### src/sync_serial_pkg.sv
// package: register map, field positions and shared types of the sync serial port
package sync_serial_pkg;

    // ------------------------------------------------------------
    // register byte offsets
    // ------------------------------------------------------------
    localparam logic [4:0] OFS_GLOBAL_INT_CONTROL = 5'h00;
    localparam logic [4:0] OFS_PERIPH_INT_ENABLE = 5'h04;
    localparam logic [4:0] OFS_PERIPH_INT_FLAGS = 5'h08;
    localparam logic [4:0] OFS_RX_DATA = 5'h0C;
    localparam logic [4:0] OFS_RX_STATUS_CONTROL = 5'h10;
    localparam logic [4:0] OFS_TX_STATUS_CONTROL = 5'h14;
    localparam logic [4:0] OFS_TX_DATA = 5'h18;
    localparam logic [4:0] OFS_BAUD_DIVISOR = 5'h1C;

    // ------------------------------------------------------------
    // field positions
    // ------------------------------------------------------------
    localparam int GIC_GLOBAL_INT_ENABLE = 7;
    localparam int GIC_PERIPHERAL_INT_ENABLE = 6;
    localparam int PIE_RX = 5;
    localparam int PIE_TX = 4;
    localparam int RCS_SERIAL_PORT_ENABLE = 7;
    localparam int RCS_RX_NINE_BIT = 6;
    localparam int RCS_SINGLE_RECEIVE = 5;
    localparam int RCS_CONTINUOUS_RECEIVE = 4;
    localparam int RCS_ADDRESS_DETECT = 3;
    localparam int RCS_FRAMING_ERROR = 2;
    localparam int RCS_OVERRUN_ERROR = 1;
    localparam int RCS_RX_NINTH_BIT = 0;
    localparam int TXS_CLOCK_SOURCE_MASTER = 7;
    localparam int TXS_TX_NINE_BIT = 6;
    localparam int TXS_TRANSMIT_ENABLE = 5;
    localparam int TXS_CLOCKED_MODE = 4;
    localparam int TXS_BAUD_HIGH_SPEED = 2;
    localparam int TXS_TX_SHIFT_EMPTY = 1;
    localparam int TXS_TX_NINTH_BIT = 0;

    // ------------------------------------------------------------
    // reset values and counts
    // ------------------------------------------------------------
    localparam logic [7:0] RESET_BYTE = 8'h00;
    localparam logic [7:0] RESET_TX_STATUS = 8'h02;
    localparam logic [1:0] RX_FIFO_DEPTH = 2'h2;
    localparam logic [3:0] BITS_EIGHT = 4'h8;
    localparam logic [3:0] BITS_NINE = 4'h9;
    localparam logic [1:0] RESP_OKAY = 2'h0;
    localparam logic [1:0] RESP_SLVERR = 2'h2;

    // one received character: ninth bit, framing error, low byte
    typedef struct packed {
        logic ninth;
        logic framing;
        logic [7:0] data;
    } rx_char_t;

    typedef enum logic [1:0] {
        MODE_OFF,
        MODE_MASTER,
        MODE_SLAVE,
        MODE_ASYNC
    } port_mode_t;

endpackage : sync_serial_pkg

### src/sync_serial_port.sv
// clocked-mode serial port with master clocking and slave operation
`timescale 1ns/1ps
// ------------------------------------------------------------
// ------------------------------------------------------------
module sync_serial_port
    import sync_serial_pkg::*;
#(
    parameter int DIV_WIDTH = 8
) (
    input wire logic aclk,
    input wire logic aresetn,
    input wire logic [4:0] s_axi_awaddr,
    input wire logic s_axi_awvalid,
    output logic s_axi_awready,
    input wire logic [31:0] s_axi_wdata,
    input wire logic [3:0] s_axi_wstrb,
    input wire logic s_axi_wvalid,
    output logic s_axi_wready,
    output logic [1:0] s_axi_bresp,
    output logic s_axi_bvalid,
    input wire logic s_axi_bready,
    input wire logic [4:0] s_axi_araddr,
    input wire logic s_axi_arvalid,
    output logic s_axi_arready,
    output logic [31:0] s_axi_rdata,
    output logic [1:0] s_axi_rresp,
    output logic s_axi_rvalid,
    input wire logic s_axi_rready,
    input wire logic sleep_active,
    input wire logic serial_clock_in,
    output logic serial_clock_out,
    output logic serial_clock_oe_n,
    input wire logic serial_data_in,
    output logic serial_data_out,
    output logic serial_data_oe_n,
    output logic wake_request,
    output logic vector_request
);

    // ------------------------------------------------------------
    // registers
    // ------------------------------------------------------------
    logic [7:0] global_int_control;
    logic [7:0] peripheral_int_enable_one;
    logic [7:0] rcs;
    logic [7:0] txs;
    logic [DIV_WIDTH-1:0] baud_divisor;
    logic [7:0] tx_holding_register;
    logic tx_holding_ninth;
    logic tx_holding_full;
    rx_char_t rx_fifo [2];
    logic rx_rd_ptr;
    logic [1:0] rx_count;
    logic overrun_error_flag;
    logic [8:0] tx_shift_register;
    logic [3:0] tx_bits_left;
    logic [8:0] rx_shift_register;
    logic [3:0] rx_bits_got;
    logic [DIV_WIDTH:0] div_count;
    logic ck_sync1, ck_sync2, ck_prev;
    logic dt_sync1, dt_sync2;

    wire serial_port_enable = rcs[RCS_SERIAL_PORT_ENABLE];
    wire single_receive_enable = rcs[RCS_SINGLE_RECEIVE];
    wire continuous_receive_enable = rcs[RCS_CONTINUOUS_RECEIVE];
    wire transmit_enable = txs[TXS_TRANSMIT_ENABLE];

    function automatic port_mode_t decode_mode(input logic [7:0] t,
                                               input logic en);
        if (!en)
            return MODE_OFF;
        if (!t[TXS_CLOCKED_MODE])
            return MODE_ASYNC;
        return t[TXS_CLOCK_SOURCE_MASTER] ? MODE_MASTER : MODE_SLAVE;
    endfunction : decode_mode

    port_mode_t mode;
    assign mode = decode_mode(txs, serial_port_enable);
    wire slave = (mode == MODE_SLAVE);
    wire master = (mode == MODE_MASTER);
    wire rx_dir = single_receive_enable | continuous_receive_enable;
    // slave receive follows continuous enable only; single is ignored
    wire rx_on = slave ? continuous_receive_enable
                       : rx_dir;
    // master clocks stop in sleep; slave keeps going on the pin clock
    wire run = master ? !sleep_active : slave;

    // ------------------------------------------------------------
    // link sampling and shift edges
    // ------------------------------------------------------------
    // pin clock is sampled; sleep does not stop this sampling, only the master clock
    always_ff @(posedge aclk) begin
        ck_sync1 <= serial_clock_in;
        ck_sync2 <= ck_sync1;
        ck_prev <= ck_sync2;
        dt_sync1 <= serial_data_in;
        dt_sync2 <= dt_sync1;
    end

    logic int_ck;
    wire busy = (tx_bits_left != 4'h0) || (rx_bits_got != 4'h0)
                || (master && rx_on && !overrun_error_flag);
    wire div_tick = (div_count[DIV_WIDTH-1:0] == baud_divisor);
    always_ff @(posedge aclk) begin
        if (!aresetn || !master || !busy || !run) begin
            div_count <= '0;
            int_ck <= 1'b0;
        end else if (div_tick) begin
            div_count <= '0;
            int_ck <= !int_ck;
        end else begin
            div_count <= div_count + 1'b1;
        end
    end

    // clock idles high: leading edge falls, trailing edge rises
    wire lead = slave ? (!ck_sync2 && ck_prev)
                      : (master && run && div_tick && !int_ck);
    wire trail = slave ? (ck_sync2 && !ck_prev)
                       : (master && run && div_tick && int_ck);

    // ------------------------------------------------------------
    // transmit path
    // ------------------------------------------------------------
    wire tx_mode = !rx_dir && transmit_enable && (master || slave);
    wire [3:0] char_bits = txs[TXS_TX_NINE_BIT] ? BITS_NINE : BITS_EIGHT;
    wire [3:0] rx_bits = rcs[RCS_RX_NINE_BIT] ? BITS_NINE : BITS_EIGHT;
    wire tsr_empty = (tx_bits_left == 4'h0);
    logic tx_write;
    logic tx_bit_out;

    always_ff @(posedge aclk) begin
        if (!aresetn || !serial_port_enable) begin
            tx_shift_register <= '0;
            tx_bits_left <= 4'h0;
            tx_holding_full <= 1'b0;
            tx_holding_register <= RESET_BYTE;
            tx_holding_ninth <= 1'b0;
            tx_bit_out <= 1'b1;
        end else begin
            if (tx_write) begin
                tx_holding_register <= w_data[7:0];
                tx_holding_ninth <= txs[TXS_TX_NINTH_BIT];
                tx_holding_full <= 1'b1;
            end
            if (tsr_empty && tx_holding_full && tx_mode
                && !tx_write) begin
                tx_shift_register <= {tx_holding_ninth,
                                      tx_holding_register};
                tx_bits_left <= char_bits;
                tx_holding_full <= 1'b0;
            end else if (!tsr_empty && lead && tx_mode) begin
                tx_bit_out <= tx_shift_register[0];
                tx_shift_register <= {1'b0, tx_shift_register[8:1]};
            end else if (!tsr_empty && trail && tx_mode) begin
                tx_bits_left <= tx_bits_left - 4'h1;
            end
        end
    end
    wire tx_buffer_empty_flag = !tx_holding_full;

    // ------------------------------------------------------------
    // receive path
    // ------------------------------------------------------------
    logic rx_read;
    wire rx_done = rx_on && trail && !overrun_error_flag
                   && (rx_bits_got == rx_bits - 4'h1);
    wire rx_push = rx_done && (rx_count < RX_FIFO_DEPTH);
    wire rx_pop = rx_read && (rx_count != 2'h0);

    always_ff @(posedge aclk) begin
        if (!aresetn || !serial_port_enable || !rx_on) begin
            rx_shift_register <= '0;
            rx_bits_got <= 4'h0;
        end else if (trail && !overrun_error_flag) begin
            rx_shift_register <= {dt_sync2, rx_shift_register[8:1]};
            rx_bits_got <= rx_done ? 4'h0 : rx_bits_got + 4'h1;
        end
    end

    wire [8:0] rx_word = rcs[RCS_RX_NINE_BIT]
        ? {dt_sync2, rx_shift_register[8:1]}
        : {1'b0, dt_sync2, rx_shift_register[8:2]};

    always_ff @(posedge aclk) begin
        if (!aresetn || !serial_port_enable) begin
            rx_count <= 2'h0;
            rx_rd_ptr <= 1'b0;
            rx_fifo[0] <= '0;
            rx_fifo[1] <= '0;
        end else begin
            if (rx_push) begin
                rx_fifo[rx_rd_ptr ^ rx_count[0]] <=
                    '{ninth: rx_word[8], framing: 1'b0,
                      data: rx_word[7:0]};
            end
            if (rx_pop)
                rx_rd_ptr <= !rx_rd_ptr;
            rx_count <= rx_count + {1'b0, rx_push} - {1'b0, rx_pop};
        end
    end

    // single-shot ends after one character; overrun blocks intake
    always_ff @(posedge aclk) begin
        if (!aresetn || !serial_port_enable || !continuous_receive_enable
            && !single_receive_enable) begin
            overrun_error_flag <= 1'b0;
        end else if (rx_done && rx_count == RX_FIFO_DEPTH) begin
            overrun_error_flag <= 1'b1;
        end else if (!continuous_receive_enable && rx_pop) begin
            overrun_error_flag <= 1'b0;
        end
    end

    rx_char_t rx_top;
    assign rx_top = rx_fifo[rx_rd_ptr];
    wire rx_char_flag = (rx_count != 2'h0);

    // ------------------------------------------------------------
    // pins and wake
    // ------------------------------------------------------------
    always_ff @(posedge aclk) begin
        if (!aresetn) begin
            serial_clock_out <= 1'b1;
            serial_clock_oe_n <= 1'b1;
            serial_data_out <= 1'b1;
            serial_data_oe_n <= 1'b1;
            wake_request <= 1'b0;
            vector_request <= 1'b0;
        end else begin
            serial_clock_out <= !int_ck;
            serial_clock_oe_n <= !master;
            serial_data_out <= tx_bit_out;
            serial_data_oe_n <= !tx_mode;
            wake_request <= global_int_control[GIC_PERIPHERAL_INT_ENABLE]
                && (peripheral_int_enable_one[PIE_TX]
                    && tx_buffer_empty_flag
                    || peripheral_int_enable_one[PIE_RX]
                    && rx_char_flag);
            vector_request <= global_int_control[GIC_GLOBAL_INT_ENABLE]
                && global_int_control[GIC_PERIPHERAL_INT_ENABLE]
                && (peripheral_int_enable_one[PIE_TX]
                    && tx_buffer_empty_flag
                    || peripheral_int_enable_one[PIE_RX]
                    && rx_char_flag);
        end
    end

    // ------------------------------------------------------------
    // AXI4-Lite slave
    // ------------------------------------------------------------
    logic [4:0] aw_addr;
    logic [31:0] w_data;
    logic [3:0] w_strb;
    logic aw_held, w_held;
    wire do_write = aw_held && w_held && !s_axi_bvalid;
    assign tx_write = do_write && (aw_addr == OFS_TX_DATA) && w_strb[0];
    wire single_done = rx_done && !slave && !continuous_receive_enable;

    always_ff @(posedge aclk) begin
        if (!aresetn) begin
            aw_held <= 1'b0;
            w_held <= 1'b0;
            aw_addr <= '0;
            w_data <= '0;
            w_strb <= '0;
            s_axi_awready <= 1'b0;
            s_axi_wready <= 1'b0;
            s_axi_bvalid <= 1'b0;
            s_axi_bresp <= RESP_OKAY;
        end else begin
            s_axi_awready <= !aw_held && !s_axi_awready;
            s_axi_wready <= !w_held && !s_axi_wready;
            if (s_axi_awvalid && s_axi_awready) begin
                aw_held <= 1'b1;
                aw_addr <= s_axi_awaddr;
            end
            if (s_axi_wvalid && s_axi_wready) begin
                w_held <= 1'b1;
                w_data <= s_axi_wdata;
                w_strb <= s_axi_wstrb;
            end
            if (do_write) begin
                aw_held <= 1'b0;
                w_held <= 1'b0;
                s_axi_bvalid <= 1'b1;
                s_axi_bresp <= (aw_addr > OFS_BAUD_DIVISOR)
                    ? RESP_SLVERR : RESP_OKAY;
            end else if (s_axi_bready) begin
                s_axi_bvalid <= 1'b0;
            end
        end
    end

    always_ff @(posedge aclk) begin
        if (!aresetn) begin
            global_int_control <= RESET_BYTE;
            peripheral_int_enable_one <= RESET_BYTE;
            rcs <= RESET_BYTE;
            txs <= RESET_BYTE;
            baud_divisor <= '0;
        end else begin
            if (do_write && w_strb[0]) begin
                unique case (aw_addr)
                    OFS_GLOBAL_INT_CONTROL: global_int_control <= w_data[7:0];
                    OFS_PERIPH_INT_ENABLE:
                        peripheral_int_enable_one <= w_data[7:0];
                    OFS_RX_STATUS_CONTROL: rcs <= w_data[7:0];
                    OFS_TX_STATUS_CONTROL: txs <= w_data[7:0];
                    OFS_BAUD_DIVISOR: baud_divisor <= w_data[DIV_WIDTH-1:0];
                    default: ;
                endcase
            end
            if (single_done)
                rcs[RCS_SINGLE_RECEIVE] <= 1'b0;
        end
    end

    // status view: ninth bit and framing flag of the oldest character, and the overrun flag
    function automatic logic [7:0] rx_status_view(input logic [7:0] c,
                                                  input rx_char_t t,
                                                  input logic ov);
        logic [7:0] v;
        v = c;
        v[RCS_FRAMING_ERROR] = t.framing;
        v[RCS_OVERRUN_ERROR] = ov;
        v[RCS_RX_NINTH_BIT] = t.ninth;
        return v;
    endfunction : rx_status_view

    logic [7:0] rd_byte;
    always_comb begin
        rd_byte = RESET_BYTE;
        unique case (s_axi_araddr)
            OFS_GLOBAL_INT_CONTROL: rd_byte = global_int_control;
            OFS_PERIPH_INT_ENABLE: rd_byte = peripheral_int_enable_one;
            OFS_PERIPH_INT_FLAGS:
                rd_byte = {2'b00, rx_char_flag, tx_buffer_empty_flag, 4'h0};
            OFS_RX_DATA: rd_byte = rx_top.data;
            OFS_RX_STATUS_CONTROL:
                rd_byte = rx_status_view(rcs, rx_top,
                                         overrun_error_flag);
            OFS_TX_STATUS_CONTROL:
                rd_byte = {txs[7:2], tsr_empty, txs[0]};
            OFS_BAUD_DIVISOR: rd_byte = 8'(baud_divisor);
            default: rd_byte = RESET_BYTE;
        endcase
    end

    assign rx_read = s_axi_arvalid && s_axi_arready
                     && (s_axi_araddr == OFS_RX_DATA);

    always_ff @(posedge aclk) begin
        if (!aresetn) begin
            s_axi_arready <= 1'b0;
            s_axi_rvalid <= 1'b0;
            s_axi_rdata <= '0;
            s_axi_rresp <= RESP_OKAY;
        end else begin
            s_axi_arready <= !s_axi_rvalid && !s_axi_arready
                             && s_axi_arvalid;
            if (s_axi_arvalid && s_axi_arready) begin
                s_axi_rvalid <= 1'b1;
                s_axi_rdata <= {24'h000000, rd_byte};
                s_axi_rresp <= (s_axi_araddr > OFS_BAUD_DIVISOR
                                || s_axi_araddr == OFS_TX_DATA)
                    ? RESP_SLVERR : RESP_OKAY;
            end else if (s_axi_rready) begin
                s_axi_rvalid <= 1'b0;
            end
        end
    end

endmodule : sync_serial_port

### config.mk
export PLATFORM = sky130hd
export DESIGN_NAME = sync_serial_port
export DESIGN_NICKNAME = d
export VERILOG_FILES = /design/src/sync_serial_pkg.sv /design/src/sync_serial_port.sv
export SDC_FILE = /design/constraint.sdc
export NUM_CORES = 1
export LEC_CHECK = 0
export BUFFER_PORTS_ARGS = -buffer_cell sky130_fd_sc_hd__clkbuf_2
export CORE_MARGIN = 2
export CORE_UTILIZATION = 52
export DETAILED_ROUTE_END_ITERATION = 6
export GPL_TIMING_DRIVEN = 0
export MAX_ROUTING_LAYER = met4
export PLACE_DENSITY = 0.73
export SLEW_MARGIN = 20
export SYNTH_ARGS = -nofsm -noshare
export SYNTH_HDL_FRONTEND = slang
export SYNTH_SLANG_ARGS = --single-unit
export TNS_END_PERCENT = 20
### constraint.sdc
create_clock -name aclk -period 3.8 [get_ports aclk]
set_clock_uncertainty 0.1 [all_clocks]
set_input_delay 0.76 -clock aclk [delete_from_list [all_inputs] [get_ports aclk]]
set_output_delay 0.76 -clock aclk [all_outputs]
set_load 0.1 [all_outputs]
==> impl_metrics.yaml <==
outcome:
  status: "completed"
hold_path:
  hold_class: "reg -> reg"
  whs_path_depth: 0
logic_synthesis:
  avgSynthCellArea_um2: 9.594
  ys_warn_count: 0
  synth-seq-cells: 146
  yosysTopAreaCell: "dfxtp_1"
  synth_ff_type: "dfxtp_1"
  syn_area_um2: 6668
  yosysTopAreaCellShare: 0.3843
  synthArstFlopShare: 0
  ys_seq_area_frac: 0.4654
  ys_types: 64
  syn-instance-count: 695
  synth_area_leaders: "dfxtp_1 (38%), mux2i_1 (11%), edfxtp_1 (8.1%)"
  synth_edf_count: 18
worst_setup_path:
  max_stage_delay_ns: 0.50
  crit_arrival_ns: 3.80
  end_kind: "register"
  reg2regPathDepth: 15
  slowest_stage: "dfxtp_1"
  reg2reg_slack_ns: 0.19
  crit_fanout: 7
  cp_top_family: "simple AND/OR/NAND/NOR gates"
  worstSetupPathType: "reg -> reg"
  cp.depth: 15
  critPathRequiredTime_ns: 3.99
  critPathMostFrequentCell: "ha_1"
  path_cells: "o21a_1 -> inv_1 -> ha_1 -> nand2b_1 -> or4_4 -> or3_4 -> o22ai_4 -> nand2_1 -> or2_2 -> ha_1 -> inv_1 -> ha_1 -> xor2_1 -> xnor2_1 -> nor2_1"
  crit_buf_inv: 2
  startpoint_type: "register"
clock_tree:
  cts_resized: 0
  cts_root_buffer: "clkbuf_16"
  clkSlewWorstSetupHoldPaths_ns: 0.06
  cts_num_sinks: 146
  clock_latency_ns: 0.42
  numCtsBuffers: 17
  h-tree-depth: 4
  tritoncts: "yes"
  clk_path_buf_depth: 2
power:
  p_per_area_nw_per_um2: 462.8
  internal_power_mw: 2.772
  clkPwrFrac: 0.492
  p_leak_nw: 3.090
  comb_power_share: 0.071
  seqPwrFrac: 0.437
  p_sw_mw: 0.8617
  switching_share: 0.2371
  irDropWorstVdd_v: 0.0002567
layout:
  antennaDiodeCount: 0
  top_register: "rx_fifo"
  area_growth_pct: 17.75
  largest_register_ffs: 18
  nets: 851
  largest_registers: "rx_fifo (18), tx_shift_register (9)"
  drive_gt1_frac: 0.1615
  n_fill_cell: 1079
timing:
  worst_pin_slew_ns: 1.182
  hold_viol: 0
  fin_crit_sh: 0.9512
  drv_slew: 0
  rsz0062_at_grt: "false"
  period_needed_ns: 3.615
  worst_slew_margin_rel: 0.2053
  final.setup.worst_slack_ns: 0.1854
  setup_viol: 0
  max_freq_mhz: 276.7
  finalSetupTns_ns: 0
place:
  place_hpwl_um: 11770
  dpl_worst_slack_ns: 0.06910
  routabilityCongestion: 0.9321
  io_buffers: 46
die:
  die_w_um: 117.2
  num_rows: 41
  die_y_um: 117.2
  io_pins: 103
  initial_core_util: 0.5305
  fp.coreArea_um2: 12570
  die_area_um2: 13740
route:
  drc: 0
  viasPerCell: 5.257
  dr.pass1.iters: 5
  drt.antenna.violating_nets: 0
  wl_per_cell_um: 16.33
  vias: 5105
  drtIter0Drc: 386
  routed_wl_um: 15860
global_routing:
  grt_max_degree: 17
  grt_pass1_vias: 4958
  grt_util_all_layers: 0.2544
  grt-ovfl-total: 0
  grt_pass1_wl_um: 25550
  antenna_found_initial: 0
run:
  drv_cap: 0
## repair_timing
item | in CTS | in global routing
setup endpoints to repair | 0 | 1
hold endpoints to repair | 0 | 0
hold buffers | 0 | 0
buffers inserted | 0 | 1
## cell type report
class	instances	area [µm²]	area share
buffer	59	332.8	0.04239
clock buffer	20	459.2	0.05849
clock inverter	12	177.7	0.02263
inverter	12	45.04	0.005737
multi-input combinational	503	3281	0.4178
sequential	146	3103	0.3952
tap	172	215.2	0.02741
timing repair buffer	47	237.7	0.03028
## synthesized netlist by cell type, drive strengths merged, types with 5 or more instances
cell type,number
or2,5
buf,31
xnor2,12
o21ai,9
mux2i,75
inv,12
edfxtp,18
a21boi,24
nand4,5
nor2,76
a22oi,12
ha,9
nand2,73
and2,8
nor3b,5
o22ai,6
nand3,15
nor3,12
xor2,9
nor2b,40
nand2b,6
dfxtp,128
clkbuf,28
a21oi,22
## per-layer routing
| metal | global-route usage | wire (µm) | vias up |
|---|---|---|---|
| li1 | - | - | 2539 |
| met1 | 0.3192 | 7050 | 2415 |
| met2 | 0.4146 | 7804 | 132 |
| met3 | 0.04686 | 781 | 19 |
| met5 | - | 0 | - |
| met4 | 0.08706 | 220 | 0 |
## power by group through the flow
stage | clock (mW) | sequential, mW | combinational (mW)
4_1_cts | 1.81 | 1.59 | 0.254
2_1_floorplan | 0 | 1.64 | 0.190
5_1_grt | 1.88 | 1.59 | 0.271
6_report | 1.79 | 1.59 | 0.256
3_5_place_dp | 0 | 1.62 | 0.254
3_3_place_gp | 0 | 1.62 | 0.252
## path summary, 6_finish.rpt
path,start,end
setup / recovery,rcs[7]$_SDFFE_PN0P_,rx_count[1]$_SDFF_PP0_
hold / removal,dt_sync1$_DFF_P_,dt_sync2$_DFF_P_
hold reg to reg,dt_sync1$_DFF_P_,dt_sync2$_DFF_P_
setup reg to reg,rcs[7]$_SDFFE_PN0P_,rx_count[1]$_SDFF_PP0_
## per-stage QoR
stage | power, mW | utilization | hold slack (ns) | instance area, µm² | std cells
CTS | 3.651 | 0.6241 | 0.2267 | 7844 | 970
detailed placement | 1.877 | 0.5734 | 0.2132 | 7207 | 938
floorplan | 1.831 | - | 0.2096 | 6761 | 720
finish | 3.634 | 0.6247 | 0.2243 | 7851 | 971
global placement | 1.874 | 0.5734 | 0.2127 | 7207 | 938
global route | 3.741 | 0.6247 | 0.2466 | 7851 | 971
## layout by cell type, fill, tap and decap left out, drive strengths merged, types with 14 or more instances in the layout
| master | n |
|---|---|
| nand3 | 15 |
| nand2 | 73 |
| nor2b | 40 |
| edfxtp | 18 |
| clkbuf | 94 |
| a21boi | 24 |
| a21oi | 22 |
| conb | 26 |
| nor2 | 76 |
| buf | 32 |
| mux2i | 75 |
| inv | 14 |
| dfxtp | 128 |
## cells by family (layout without fill, tap and decap cells)
kind of cell	after synthesis	in the layout	synth area share
simple gates	269	269	0.2055
flops	146	146	0.4654
xor+xnor	21	21	0.02759
buf+inv	71	150	0.05667
compound gates	99	99	0.1081
fa+ha+maj	9	9	0.01689
mux	79	79	0.1193
other cells	1	26	0.0005624
No activity file was read; power rests on OpenSTA's default activity.
